==> config.mk <==
export PLATFORM = sky130hd
export DESIGN_NAME = ccd_divider
export DESIGN_NICKNAME = d
export VERILOG_FILES = /design/src/pkg/ccd_pkg.sv /design/src/ccd_divider.sv
export SDC_FILE = /design/constraint.sdc
export NUM_CORES = 1
export LEC_CHECK = 0
export ABC_AREA = 1
export BUFFER_PORTS_ARGS = -buffer_cell sky130_fd_sc_hd__buf_2
export CAP_MARGIN = 20
export CORE_ASPECT_RATIO = 1.1
export CORE_MARGIN = 1
export CORE_UTILIZATION = 49
export CTS_BUF_LIST = sky130_fd_sc_hd__clkbuf_4 sky130_fd_sc_hd__clkbuf_8
export DETAILED_ROUTE_END_ITERATION = 8
export PLACE_DENSITY = 0.78
export SYNTH_ARGS = -nofsm -noshare
export SYNTH_HDL_FRONTEND = slang
export SYNTH_SLANG_ARGS = --single-unit
==> constraint.sdc <==
create_clock -name i_sys_clk -period 1.6 [get_ports i_sys_clk]
set_clock_uncertainty 0.2 [all_clocks]
set_input_delay 0.16 -clock i_sys_clk [delete_from_list [all_inputs] [get_ports i_sys_clk]]
set_output_delay 0.16 -clock i_sys_clk [all_outputs]
set_load 0.02 [all_outputs]
==> src/pkg/ccd_pkg.sv <==
/*
  Package for the channel four cascaded clock divider: register indices,
  field positions, reset values, bus codes and carrier types.
  Assumes an AHB-Lite master with 32-bit data and single word transfers.
*/
package ccd_pkg;
  // Printed register indices; byte address is four times the index
  localparam logic [9:0] CCD_IDX_S1_COUNTS = 10'h19e;
  localparam logic [9:0] CCD_IDX_PHASE = 10'h19f;
  localparam logic [9:0] CCD_IDX_S2_COUNTS = 10'h1a0;
  localparam logic [9:0] CCD_IDX_CTRL = 10'h1a1;
  localparam logic [9:0] CCD_IDX_DCC = 10'h1a2;
  localparam logic [9:0] CCD_IDX_STATUS = 10'h1a3;
  localparam int CCD_IDX_LSB = 2;
  localparam int CCD_IDX_W = 10;

  // Field positions
  localparam int CCD_LOW_MSB = 7;
  localparam int CCD_LOW_LSB = 4;
  localparam int CCD_HIGH_MSB = 3;
  localparam int CCD_HIGH_LSB = 0;
  localparam int CCD_BIT_BYP2 = 5;
  localparam int CCD_BIT_BYP1 = 4;
  localparam int CCD_BIT_NOSYNC = 3;
  localparam int CCD_BIT_FORCE = 2;
  localparam int CCD_BIT_START2 = 1;
  localparam int CCD_BIT_START1 = 0;
  localparam int CCD_BIT_DCC_OFF = 0;

  // Reset values
  localparam logic [7:0] CCD_RST_BYTE = 8'h00;
  localparam logic [3:0] CCD_CNT_ZERO = 4'h0;

  // Bus codes
  localparam logic [1:0] CCD_HTRANS_NONSEQ = 2'h2;
  localparam logic [1:0] CCD_HTRANS_SEQ = 2'h3;
  localparam logic CCD_HRESP_OKAY = 1'b0;

  // Sync handling states, one-hot
  typedef enum logic [2:0] {
    CCD_RUN = 3'h1,
    CCD_HOLD = 3'h2,
    CCD_FORCE = 3'h4
  } ccd_sync_state_t;

  // AHB-Lite address and data phase signals from the master
  typedef struct packed {
    logic hsel;
    logic hready;
    logic [1:0] htrans;
    logic [31:0] haddr;
    logic hwrite;
    logic [2:0] hsize;
    logic [31:0] hwdata;
  } ccd_ahb_req_t;

  // One divider stage: counter and output level
  typedef struct packed {
    logic [3:0] cnt;
    logic lvl;
  } ccd_stage_t;
endpackage : ccd_pkg

==> src/ccd_divider.sv <==
/*
  Channel four cascaded clock divider with AHB-Lite register slave.
  // Function
  // Stage one stays low for low-count plus one input cycles.
  // Stage one stays high for high-count plus one input cycles.
  // Stage two stays low for its low-count plus one input cycles.
  // Stage two stays high for its high-count plus one input cycles.
  // Zero count gives a one-cycle phase; all counts reset to zero.
  // Two four-bit phase offset fields, stage two high nibble, reset zero.
  // Bypass bit 5 passes stage two input straight to its output.
  // Bypass bit 4 passes stage one input straight to its output.
  // Chip sync obeyed when ignore bit 3 clear, disregarded when set.
  // Bit 2 forces static output level; software must also set bit 3.
  // Stage two starts at the level of bit 1 after a sync.
  // Stage one starts at the level of bit 0 after a sync.
  // Duty correction active while correction bit 0 is zero.
  // Stage one output clocks stage two; division is the product.
  // Stage period is the sum of its low and high phases.
  Assumes the system clock is the channel input clock, sync is synchronous
  and active high, and the master issues single word transfers only.
  Limitations: phase offsets are stored and read back but not applied, and
  duty correction is only reported, since at one input cycle per clock the
  output already has whole-cycle edges to work with.
  A bypassed stage one toggles every clock, standing in for its raw input clock
  at half rate, and a bypassed stage two follows stage one; real hardware would route the clock itself.
  The force level is shown only while sync is asserted and ignored, so a
  stale force bit cannot freeze a running output on its own.
  Register map, one byte per aligned word, upper bits read zero:
    index stage_one_cycle_counts stage one cycle counts, stage_phase_offsets phase offsets,
    stage_two_cycle_counts stage two cycle counts, channel_bypass_sync_control bypass, sync and start control,
    channel_duty_correction duty correction, 0x1a3 read-only status of the stage levels.
  Bus timing: zero wait states; writes land at the end of the data phase
  and reads return the value in the data phase.
*/
`timescale 1ns/10ps
`default_nettype none
module ccd_divider
  import ccd_pkg::*;
(
  input wire logic i_sys_clk,
  input wire logic i_sys_rst,
  input wire ccd_pkg::ccd_ahb_req_t i_ahb,
  input wire logic i_sync,
  output logic [31:0] o_hrdata,
  output logic o_hreadyout,
  output logic o_hresp,
  output logic o_ch_out,
  output logic o_duty_correct_en
);
  import ccd_pkg::*;

  // Register file state
  logic [7:0] s1_counts_reg;
  logic [7:0] s1_counts_next;
  logic [7:0] phase_reg;
  logic [7:0] phase_next;
  logic [7:0] s2_counts_reg;
  logic [7:0] s2_counts_next;
  logic [7:0] ctrl_reg;
  logic [7:0] ctrl_next;
  logic [7:0] dcc_reg;
  logic [7:0] dcc_next;
  // Data phase bookkeeping of the bus slave
  logic wr_pend_reg;
  logic wr_pend_next;
  logic [CCD_IDX_W-1:0] wr_idx_reg;
  logic [CCD_IDX_W-1:0] wr_idx_next;
  // Read data and ready, both registered
  logic [31:0] hrdata_reg;
  logic [31:0] hrdata_next;
  logic hready_reg;
  logic hready_next;

  // Divider state
  ccd_stage_t s1_reg;
  ccd_stage_t s1_next;
  ccd_stage_t s2_reg;
  ccd_stage_t s2_next;
  logic rise1;
  ccd_sync_state_t st_reg;
  ccd_sync_state_t st_next;
  logic out_reg;
  logic out_next;
  logic dcc_en_reg;
  logic dcc_en_next;

  logic addr_ok;
  logic [CCD_IDX_W-1:0] a_idx;
  logic [7:0] rd_byte;
  logic [7:0] status_byte;

  // One input tick of a divider stage; returns the next stage state
  function automatic ccd_stage_t stage_step(
    input ccd_stage_t cur,
    input logic [7:0] counts
  );
    ccd_stage_t nx;
    nx = cur;
    if (cur.cnt == CCD_CNT_ZERO) begin
      nx.lvl = ~cur.lvl;
      // Reload with the length of the phase just entered
      nx.cnt = nx.lvl ? counts[CCD_HIGH_MSB:CCD_HIGH_LSB] : counts[CCD_LOW_MSB:CCD_LOW_LSB];
    end else begin
      // Count down within the current phase
      nx.cnt = cur.cnt - 4'h1;
    end
    return nx;
  endfunction : stage_step

  // Load value for a stage at its start level
  function automatic ccd_stage_t stage_start(
    input logic start_hi,
    input logic [7:0] counts
  );
    ccd_stage_t nx;
    nx.lvl = start_hi;
    nx.cnt = start_hi ? counts[CCD_HIGH_MSB:CCD_HIGH_LSB] : counts[CCD_LOW_MSB:CCD_LOW_LSB];
    return nx;
  endfunction : stage_start

  // Address decode of the address phase
  // IDLE and BUSY transfers are ignored
  assign addr_ok = i_ahb.hsel && i_ahb.hready &&
                   (i_ahb.htrans == CCD_HTRANS_NONSEQ || i_ahb.htrans == CCD_HTRANS_SEQ);
  assign a_idx = i_ahb.haddr[CCD_IDX_LSB+CCD_IDX_W-1:CCD_IDX_LSB];
  assign status_byte = {5'h00, s2_reg.lvl, s1_reg.lvl, out_reg};

  // Read mux; unmapped indices read zero
  // Status shows live levels, so it is never forwarded
  always_comb begin
    case (a_idx)
      CCD_IDX_S1_COUNTS: rd_byte = s1_counts_reg;
      CCD_IDX_PHASE: rd_byte = phase_reg;
      CCD_IDX_S2_COUNTS: rd_byte = s2_counts_reg;
      CCD_IDX_CTRL: rd_byte = ctrl_reg;
      CCD_IDX_DCC: rd_byte = dcc_reg;
      CCD_IDX_STATUS: rd_byte = status_byte;
      default: rd_byte = 8'h00;
    endcase
  end

  // Bus slave next state: zero wait states, write lands in data phase
  always_comb begin
    s1_counts_next = s1_counts_reg;
    phase_next = phase_reg;
    s2_counts_next = s2_counts_reg;
    ctrl_next = ctrl_reg;
    dcc_next = dcc_reg;
    hready_next = 1'b1;
    hrdata_next = hrdata_reg;
    wr_pend_next = addr_ok && i_ahb.hwrite;
    wr_idx_next = a_idx;
    if (wr_pend_reg) begin
      case (wr_idx_reg)
        CCD_IDX_S1_COUNTS: s1_counts_next = i_ahb.hwdata[7:0];
        CCD_IDX_PHASE: phase_next = i_ahb.hwdata[7:0];
        CCD_IDX_S2_COUNTS: s2_counts_next = i_ahb.hwdata[7:0];
        // Reserved control bits are kept at zero
        CCD_IDX_CTRL: ctrl_next = {2'h0, i_ahb.hwdata[5:0]};
        CCD_IDX_DCC: dcc_next = {7'h00, i_ahb.hwdata[CCD_BIT_DCC_OFF]};
        default: ;
      endcase
    end
    if (addr_ok && !i_ahb.hwrite) begin
      // Forward a write still in its data phase to avoid a stale read
      // The register itself only updates at the end of that data phase,
      // so a back-to-back read would otherwise see the old byte
      if (wr_pend_reg && wr_idx_reg == a_idx && a_idx != CCD_IDX_STATUS) begin
        hrdata_next = {24'h000000, i_ahb.hwdata[7:0]};
      end else begin
        hrdata_next = {24'h000000, rd_byte};
      end
    end
  end

  // Bus slave registers
  // Registers return to their documented defaults
  always_ff @(posedge i_sys_clk) begin
    if (i_sys_rst) begin
      s1_counts_reg <= CCD_RST_BYTE;
      phase_reg <= CCD_RST_BYTE;
      s2_counts_reg <= CCD_RST_BYTE;
      ctrl_reg <= CCD_RST_BYTE;
      dcc_reg <= CCD_RST_BYTE;
      wr_pend_reg <= 1'b0;
      wr_idx_reg <= '0;
      hrdata_reg <= 32'h00000000;
      hready_reg <= 1'b0;
    end else begin
      s1_counts_reg <= s1_counts_next;
      phase_reg <= phase_next;
      s2_counts_reg <= s2_counts_next;
      ctrl_reg <= ctrl_next;
      dcc_reg <= dcc_next;
      wr_pend_reg <= wr_pend_next;
      wr_idx_reg <= wr_idx_next;
      hrdata_reg <= hrdata_next;
      hready_reg <= hready_next;
    end
  end

  // Divider next state; phase offsets are stored but not applied
  always_comb begin
    s1_next = s1_reg;
    s2_next = s2_reg;
    rise1 = 1'b0;
    st_next = st_reg;
    // Sync mode selection
    case (st_reg)
      CCD_RUN: begin
        // Normal counting; a sync either holds or forces
        if (i_sync && ctrl_reg[CCD_BIT_NOSYNC]) begin
          st_next = CCD_FORCE;
        end else if (i_sync) begin
          st_next = CCD_HOLD;
        end
      end
      CCD_HOLD: begin
        // Stages held at start levels until sync falls
        if (!i_sync) begin
          st_next = CCD_RUN;
        end else if (ctrl_reg[CCD_BIT_NOSYNC]) begin
          st_next = CCD_FORCE;
        end
      end
      CCD_FORCE: begin
        // Static level shown; stages keep running underneath
        if (!i_sync) begin
          st_next = CCD_RUN;
        end else if (!ctrl_reg[CCD_BIT_NOSYNC]) begin
          st_next = CCD_HOLD;
        end
      end
      default: st_next = CCD_RUN;
    endcase
    if (i_sync && !ctrl_reg[CCD_BIT_NOSYNC]) begin
      // Held at start levels while sync is asserted
      s1_next = stage_start(ctrl_reg[CCD_BIT_START1], s1_counts_reg);
      s2_next = stage_start(ctrl_reg[CCD_BIT_START2], s2_counts_reg);
      if (ctrl_reg[CCD_BIT_BYP2]) begin
        // A bypassed stage two shows the held stage one level
        s2_next.lvl = s1_next.lvl;
        s2_next.cnt = CCD_CNT_ZERO;
      end
    end else begin
      // Stage one counts every input cycle
      if (ctrl_reg[CCD_BIT_BYP1]) begin
        s1_next.lvl = ~s1_reg.lvl;
        s1_next.cnt = CCD_CNT_ZERO;
      end else begin
        s1_next = stage_step(s1_reg, s1_counts_reg);
      end
      rise1 = s1_next.lvl && !s1_reg.lvl;
      // Stage two is clocked by stage one rising edges
      if (ctrl_reg[CCD_BIT_BYP2]) begin
        s2_next.lvl = s1_next.lvl;
        s2_next.cnt = CCD_CNT_ZERO;
      end else if (rise1) begin
        s2_next = stage_step(s2_reg, s2_counts_reg);
      end
    end
    // Static level only while sync is ignored and asserted
    out_next = (st_next == CCD_FORCE) ? ctrl_reg[CCD_BIT_FORCE] : s2_next.lvl;
    dcc_en_next = ~dcc_reg[CCD_BIT_DCC_OFF];
  end

  // Divider registers
  // Both stages low after reset, so the channel divides by four
  always_ff @(posedge i_sys_clk) begin
    if (i_sys_rst) begin
      s1_reg <= '0;
      s2_reg <= '0;
      st_reg <= CCD_RUN;
      out_reg <= 1'b0;
      dcc_en_reg <= 1'b1;
    end else begin
      s1_reg <= s1_next;
      s2_reg <= s2_next;
      st_reg <= st_next;
      out_reg <= out_next;
      dcc_en_reg <= dcc_en_next;
    end
  end

  // Elaboration checks: count fields must match the stage counter width, register index must fit the bus address
  localparam int CNT_W = $bits(ccd_stage_t) - 1;
  if (CCD_LOW_MSB - CCD_LOW_LSB + 1 != CNT_W) begin : g_low_w_chk
    $error("low count field width does not match the stage counter");
  end
  if (CCD_HIGH_MSB - CCD_HIGH_LSB + 1 != CNT_W) begin : g_high_w_chk
    $error("high count field width does not match the stage counter");
  end
  if (CCD_IDX_LSB + CCD_IDX_W > 32) begin : g_idx_w_chk
    $error("register index does not fit the bus address");
  end

  // Outputs straight from flops
  assign o_hrdata = hrdata_reg;
  assign o_hreadyout = hready_reg;
  // Slave never stalls or errors, so the response is fixed
  assign o_hresp = CCD_HRESP_OKAY;
  assign o_ch_out = out_reg;
  assign o_duty_correct_en = dcc_en_reg;
endmodule : ccd_divider
`default_nettype wire

Word level (Yosys, flattened, before mapping):

Cells that the tools add are included.

* bits in registers: 90
* output and inout port bits: 36

* bitwise logic cells: 3
* reductions and logical operators: 21
* equality and inequality tests: 19
* multiplexer cells: 26
* $add $sub $neg: 2

Operators with widths (count)
* == test 10 x 9 -> 1 bit (second input constant): 11
* case mux 8 bit (6 select lines): 1
* two-way mux 5 bit: 7
* two-way mux 4 bit: 6
* two-way mux 3 bit: 6
* == test 10 bit: 1
* != test 10 x 9 -> 1 bit (second input constant): 1
* AND reduction 2 bit: 5
* logical AND 1 bit: 9
* case mux 3 bit (3 select lines): 1
* zero test 4 bit: 2
* two-way mux 8 bit: 1
* subtractor 4 x 1 -> 4 bit (second input constant): 2
* == test 3 bit (second input constant): 2
* == test 2 bit (second input constant): 2
* two-way mux 1 bit: 4
* == test 3 x 1 -> 1 bit (second input constant): 1
* == test 3 x 2 -> 1 bit (second input constant): 1
* zero test 1 bit: 3
* inverter 1 bit: 3
* nonzero test 3 bit: 1
* logical OR 1 bit: 1

Logic depth before layout (Yosys ltp):

* depth in word-level cells: 9
* gate-level depth with buffers: 14
* depth with buffers taken out: 14

Least setup slack after synthesis:

OpenSTA, ideal clock, no wires.

* path type: flip-flop to flip-flop
* from: register s1_reg[1] (netlist name)
* to: register out_reg (netlist: o_ch_out)
* required time: 1.291 ns
* slack: 0.013 ns
* setup time: 0.109 ns
* period minus slack after synthesis: 1.587 ns
* cell stages (with the launch flop): 15
* arrival time: 1.278 ns
* cells stage by stage: dfxtp_1 > inv_1 > ha_1 > nand3_2 > nand2_1 > nand2_1 > inv_1 > nand2_1 > nand2_1 > nand2_1 > nand2_1 > nand2_1 > nand3_1 > nand2_1 > inv_1

* cells in the longest elaborated chain, start to end: 9

Ends and longest elaborated chain
* start, declared: line ccd_divider.sv:75 `ccd_stage_t s1_reg;`
* start signal, assigned: line ccd_divider.sv:277 `s1_reg <= s1_next;`
* zero test 4 bit (*): line ccd_divider.sv:99 `if (cur.cnt == CCD_CNT_ZERO) begin`
* two-way mux 1 bit (*): line ccd_divider.sv:99
* two-way mux 5 bit (*): line ccd_divider.sv:247 `if (ctrl_reg[CCD_BIT_BYP1]) begin`
* two-way mux 5 bit (*): line ccd_divider.sv:236 `if (i_sync && !ctrl_reg[CCD_BIT_NOSYNC]) begin`
* logical AND 1 bit: line ccd_divider.sv:253 `rise1 = s1_next.lvl && !s1_reg.lvl;`
* two-way mux 5 bit: line ccd_divider.sv:258 `end else if (rise1) begin`
* two-way mux 5 bit (*): line ccd_divider.sv:255 `if (ctrl_reg[CCD_BIT_BYP2]) begin`
* two-way mux 5 bit (*): line ccd_divider.sv:236
* two-way mux 1 bit (*): line ccd_divider.sv:263 `out_next = (st_next == CCD_FORCE) ? ctrl_reg[CCD_BIT_FORCE] : s2_next.lvl;`
* end signal, assigned: line ccd_divider.sv:280 `out_reg <= out_next;`
* end, declared: line ccd_divider.sv:82 `logic out_reg;`

Mark *: on every way between the ends. The rest lies on a longest branch, timed or not. The select of a mux whose other input is x is not followed.
A chain may end at the register's enable or synchronous reset.

Worst setup path in the final report:

* from: register wr_idx_reg[9]
* to: register s1_counts_reg[3]

* cells in the longest elaborated chain, start to end: 2

Ends and longest elaborated chain
* start, declared: line ccd_divider.sv:66 `logic [CCD_IDX_W-1:0] wr_idx_reg;`
* start signal, assigned: line ccd_divider.sv:196 `wr_idx_reg <= wr_idx_next;`
* == test 10 x 9 -> 1 bit: line ccd_divider.sv:154 `case (wr_idx_reg)`
* AND reduction 2 bit (no line)
* end signal, assigned: line ccd_divider.sv:190 `s1_counts_reg <= s1_counts_next;`
* end, declared: line ccd_divider.sv:53 `logic [7:0] s1_counts_reg;`

No other way between the ends.

==> flow_metrics.tcl <==
set metrics [dict create \
    outcome "complete, but fails checks" \
    failed_checks "setup timing" \
    setup_repair_after_global_routing_missed_its_margin "true" \
    min_from "i_sys_rst" \
    flip_flop_count_of_the_largest_register_after_layout 10 \
    clock_latency_on_the_worst_skew_pair_ns 0.36 \
    criticalPathCategory "reg2reg" \
    clock_tree.buffer_depth 2 \
    synth-async-reset-ratio_pct 0 \
    crit_required_ns 1.69 \
    period_share_pct 112 \
    cts_root_buffer "clkbuf_8" \
    cellPowerDensity_nw_per_um2 803 \
    syn_area_per_cell_um2 6.89 \
    cts_sinks 66 \
    via_count_of_the_first_global_routing_pass 4071 \
    leakage_nw 2.48 \
    routed_wl_um 12200 \
    setup_viol 38 \
    dominantRegCellSynth "dfxtp_1" \
    slowest_delay_ns 0.36 \
    critical_path.endpoint_type "flip-flop" \
    netlist.area_leader.share_pct 33.8 \
    fp.dieArea_um2 8340 \
    die_x_um 87.1 \
    drc_violation_total_after_the_first_tritonroute_iteration 334 \
    nNetsFinal 781 \
    finalInstanceArea_um2 5460 \
    critPathMostFrequentCell "buf_4" \
    synthesized_area_fraction_occupied_by_xor_and_xnor_cells_pct 1.12 \
    period_minus_slack_ns 1.80 \
    synthToLayoutAreaGrowth_pct 39.8 \
    timing.setup.tns_ns -4.43 \
    antenna_violations_before_repair 0 \
    start_util_pct 51.4 \
    drv.max_cap_violation_count 0 \
    yosysWarningCount 0 \
    final_max_slew_viol_count 0 \
    post_synthesis_cell_area_um2 3910 \
    synth-compound-area-share_pct 21.4 \
    floorplan.rows 33 \
    cp_cell_sequence "nor3_4 -> nand2_2 -> buf_4 -> nor4_4 -> buf_4 -> buf_12 -> o21ai_0 -> a21oi_1" \
    filler_cell_count 597 \
    place_area_um2 4530 \
    avgViaCountPerCell 5.35 \
    core_area_um2 7600 \
    tritoncts "done" \
    synthAdderAreaFrac_pct 1.28 \
    synth_edf_count 0 \
    netlist_top_cells_count "nand2_1 (113), inv_1 (73), dfxtp_1 (66)" \
    cp_data_arrival_time_ns 1.88 \
    cp_slowest_cell "dfxtp_2" \
    clk_transition_reported_paths_ns 0.09 \
    cts_made_buffers 9 \
    synth_cell_types 40 \
    grt_start_max_net_pins 37 \
    yosys-top-cells-area "dfxtp_1 (34%), nand2_1 (11%), inv_1 (7.0%)" \
    detail_route.wl_per_cell_um 15.0 \
    yosys-mux-area-fraction_pct 0 \
    number_of_h_tree_levels 3 \
    synth_seq_area_share_pct 33.8 \
    global_route_wire_length_before_repair_um 17900 \
    syn_inst 567 \
    worst-r2r-cell-count 8 \
    timing.reg2reg.setup_slack_ns -0.20 \
    rr_startpoint "wr_idx_reg[9]" \
    drive_above_1_share_pct 35.9 \
    crit_path_start_kind "flip-flop" \
    drc 0 \
    postSynthRegisterBits 66 \
    detail_route.first_pass.iterations 5 \
    timing.final.ws_setup_ns -0.197 \
    holdPathStages 3 \
    dieHeight_um 95.7 \
    io_buffers 35 \
    gp_routability_congestion 0.933 \
    whs_endpoint "o_hreadyout" \
    synthDominantAreaCellType "dfxtp_1" \
    gr-usage-all-layers_pct 28.1 \
    synthSimpleGateAreaFrac_pct 27.0 \
    worst-path-max-fanout 8 \
    overflow 0 \
    num_antenna_cells 0 \
    finalHoldViolations 0 \
    synth_top_family_by_area "simple AND/OR/NAND/NOR gates" \
    detailed_place_hpwl_um 7670 \
    critical_register_to_register_path_endpoint "s1_counts_reg[3]" \
    worst_min_delay_path_category "in2reg" \
    vias 4341 \
    worst_ir_drop_vdd_uv 358 \
    route.antenna.remaining_nets 0 \
    fmax_ghz 0.557 \
    synthMostInstantiatedCell "nand2_1" \
    floorplan.io_pins 111 \
]
[where the power goes]
group          internal [W]  switching [W]
Combinational      0.000409       0.000594
Sequential          0.00171      0.0000533
Clock              0.000891       0.000729
Total               0.00301        0.00138
[worst max-delay path: cells and delay by family, from the launching register on]
kind | cells | cell delay (ns)
buffers and inverters | 3 | 0.43
AND/OR/NAND/NOR | 3 | 0.49
AO/OA/AOI/OAI | 2 | 0.24
flip-flops | 1 | 0.36
[per-stage QoR]
stage	std cells	setup slack, ns	total power [W]	hold WS, ns	util [%]
after floorplan	591	0.0134	0.00236	0.0667	-
after global placement	753	-0.0770	0.00261	0.218	59.7
after detailed placement	753	-0.157	0.00263	0.218	59.7
after CTS	799	-0.145	0.00430	0.0450	67.9
after global routing	812	-0.278	0.00458	0.0753	71.9
final	812	-0.197	0.00438	0.0671	71.9
[cell type report]
type,count,area (µm²),share of cell area [%]
timing repair buffer,140,1130,20.6
tap,105,131,2.40
multi-input combinational,399,2310,42.4
clock buffer,9,124,2.27
sequential,66,1340,24.4
inverter,86,330,6.05
clock inverter,7,100,1.83
[worst max-delay path by stage]
stage	from	endpoint
after floorplan	s1_reg[1]	o_ch_out
after global placement	i_ahb[41]	o_hrdata[0]
after detailed placement	wr_idx_reg[8]	ctrl_reg[0]
after CTS	wr_pend_reg	phase_reg[2]
after global routing	wr_idx_reg[8]	s1_counts_reg[3]
final	wr_idx_reg[9]	s1_counts_reg[3]
[timing repair]
action / 4_1_cts / 5_1_grt
buffers inserted: 10 / 12
endpoints found under the setup margin: 40 / 49
pin swaps: 13 / 15
hold buffers: 20 / 0
cloned: 0 / 2
gates resized for setup: 44 / 52
hold endpoints to repair: 29 / 0
[cell usage in the layout (no fill, tap or decap), types with 3 or more instances in the layout]
| cell | Yosys | layout |
|---|---|---|
| conb_1 | 1 | 25 |
| inv_1 | 73 | 64 |
| nor3_1 | 3 | 3 |
| buf_4 | 26 | 71 |
| buf_2 | 2 | 35 |
| buf_12 | 0 | 3 |
| dlygate4sd3_1 | 0 | 20 |
| nor2_1 | 57 | 52 |
| nand2_4 | 2 | 4 |
| dfxtp_1 | 66 | 55 |
| nor2_4 | 3 | 10 |
| o21ai_2 | 7 | 17 |
| nand4_1 | 5 | 5 |
| nand2_1 | 113 | 106 |
| a211oi_1 | 10 | 6 |
| nand3_1 | 29 | 26 |
| dfxtp_2 | 0 | 11 |
| xor2_1 | 4 | 4 |
| o211ai_1 | 10 | 10 |
| buf_6 | 3 | 7 |
| nor2_2 | 10 | 8 |
| o21ai_1 | 11 | 8 |
| o21ai_0 | 38 | 31 |
| clkbuf_8 | 0 | 9 |
| nand2_2 | 1 | 6 |
| inv_2 | 12 | 21 |
| a211oi_2 | 6 | 10 |
| nand3_2 | 2 | 3 |
| a21oi_2 | 9 | 16 |
| a21oi_1 | 37 | 30 |
[per-layer routing]
metal | vias up | part of all wire [%] | GRT usage, %
met5 | - | 0 | 0
met4 | 0 | 6.3 | 17.8
met3 | 73 | 4.7 | 5.45
met2 | 174 | 51 | 51.6
met1 | 2032 | 38 | 29.3
li1 | 2062 | - | -
[cell families after synthesis]
logic type      Yosys count
simple gates            231
compound gates          134
buf+inv                 126
flops                    66
xor+xnor                  5
fa+ha+maj                 4
other cells               1
Note: power is estimated with default switching activity, not from simulation.
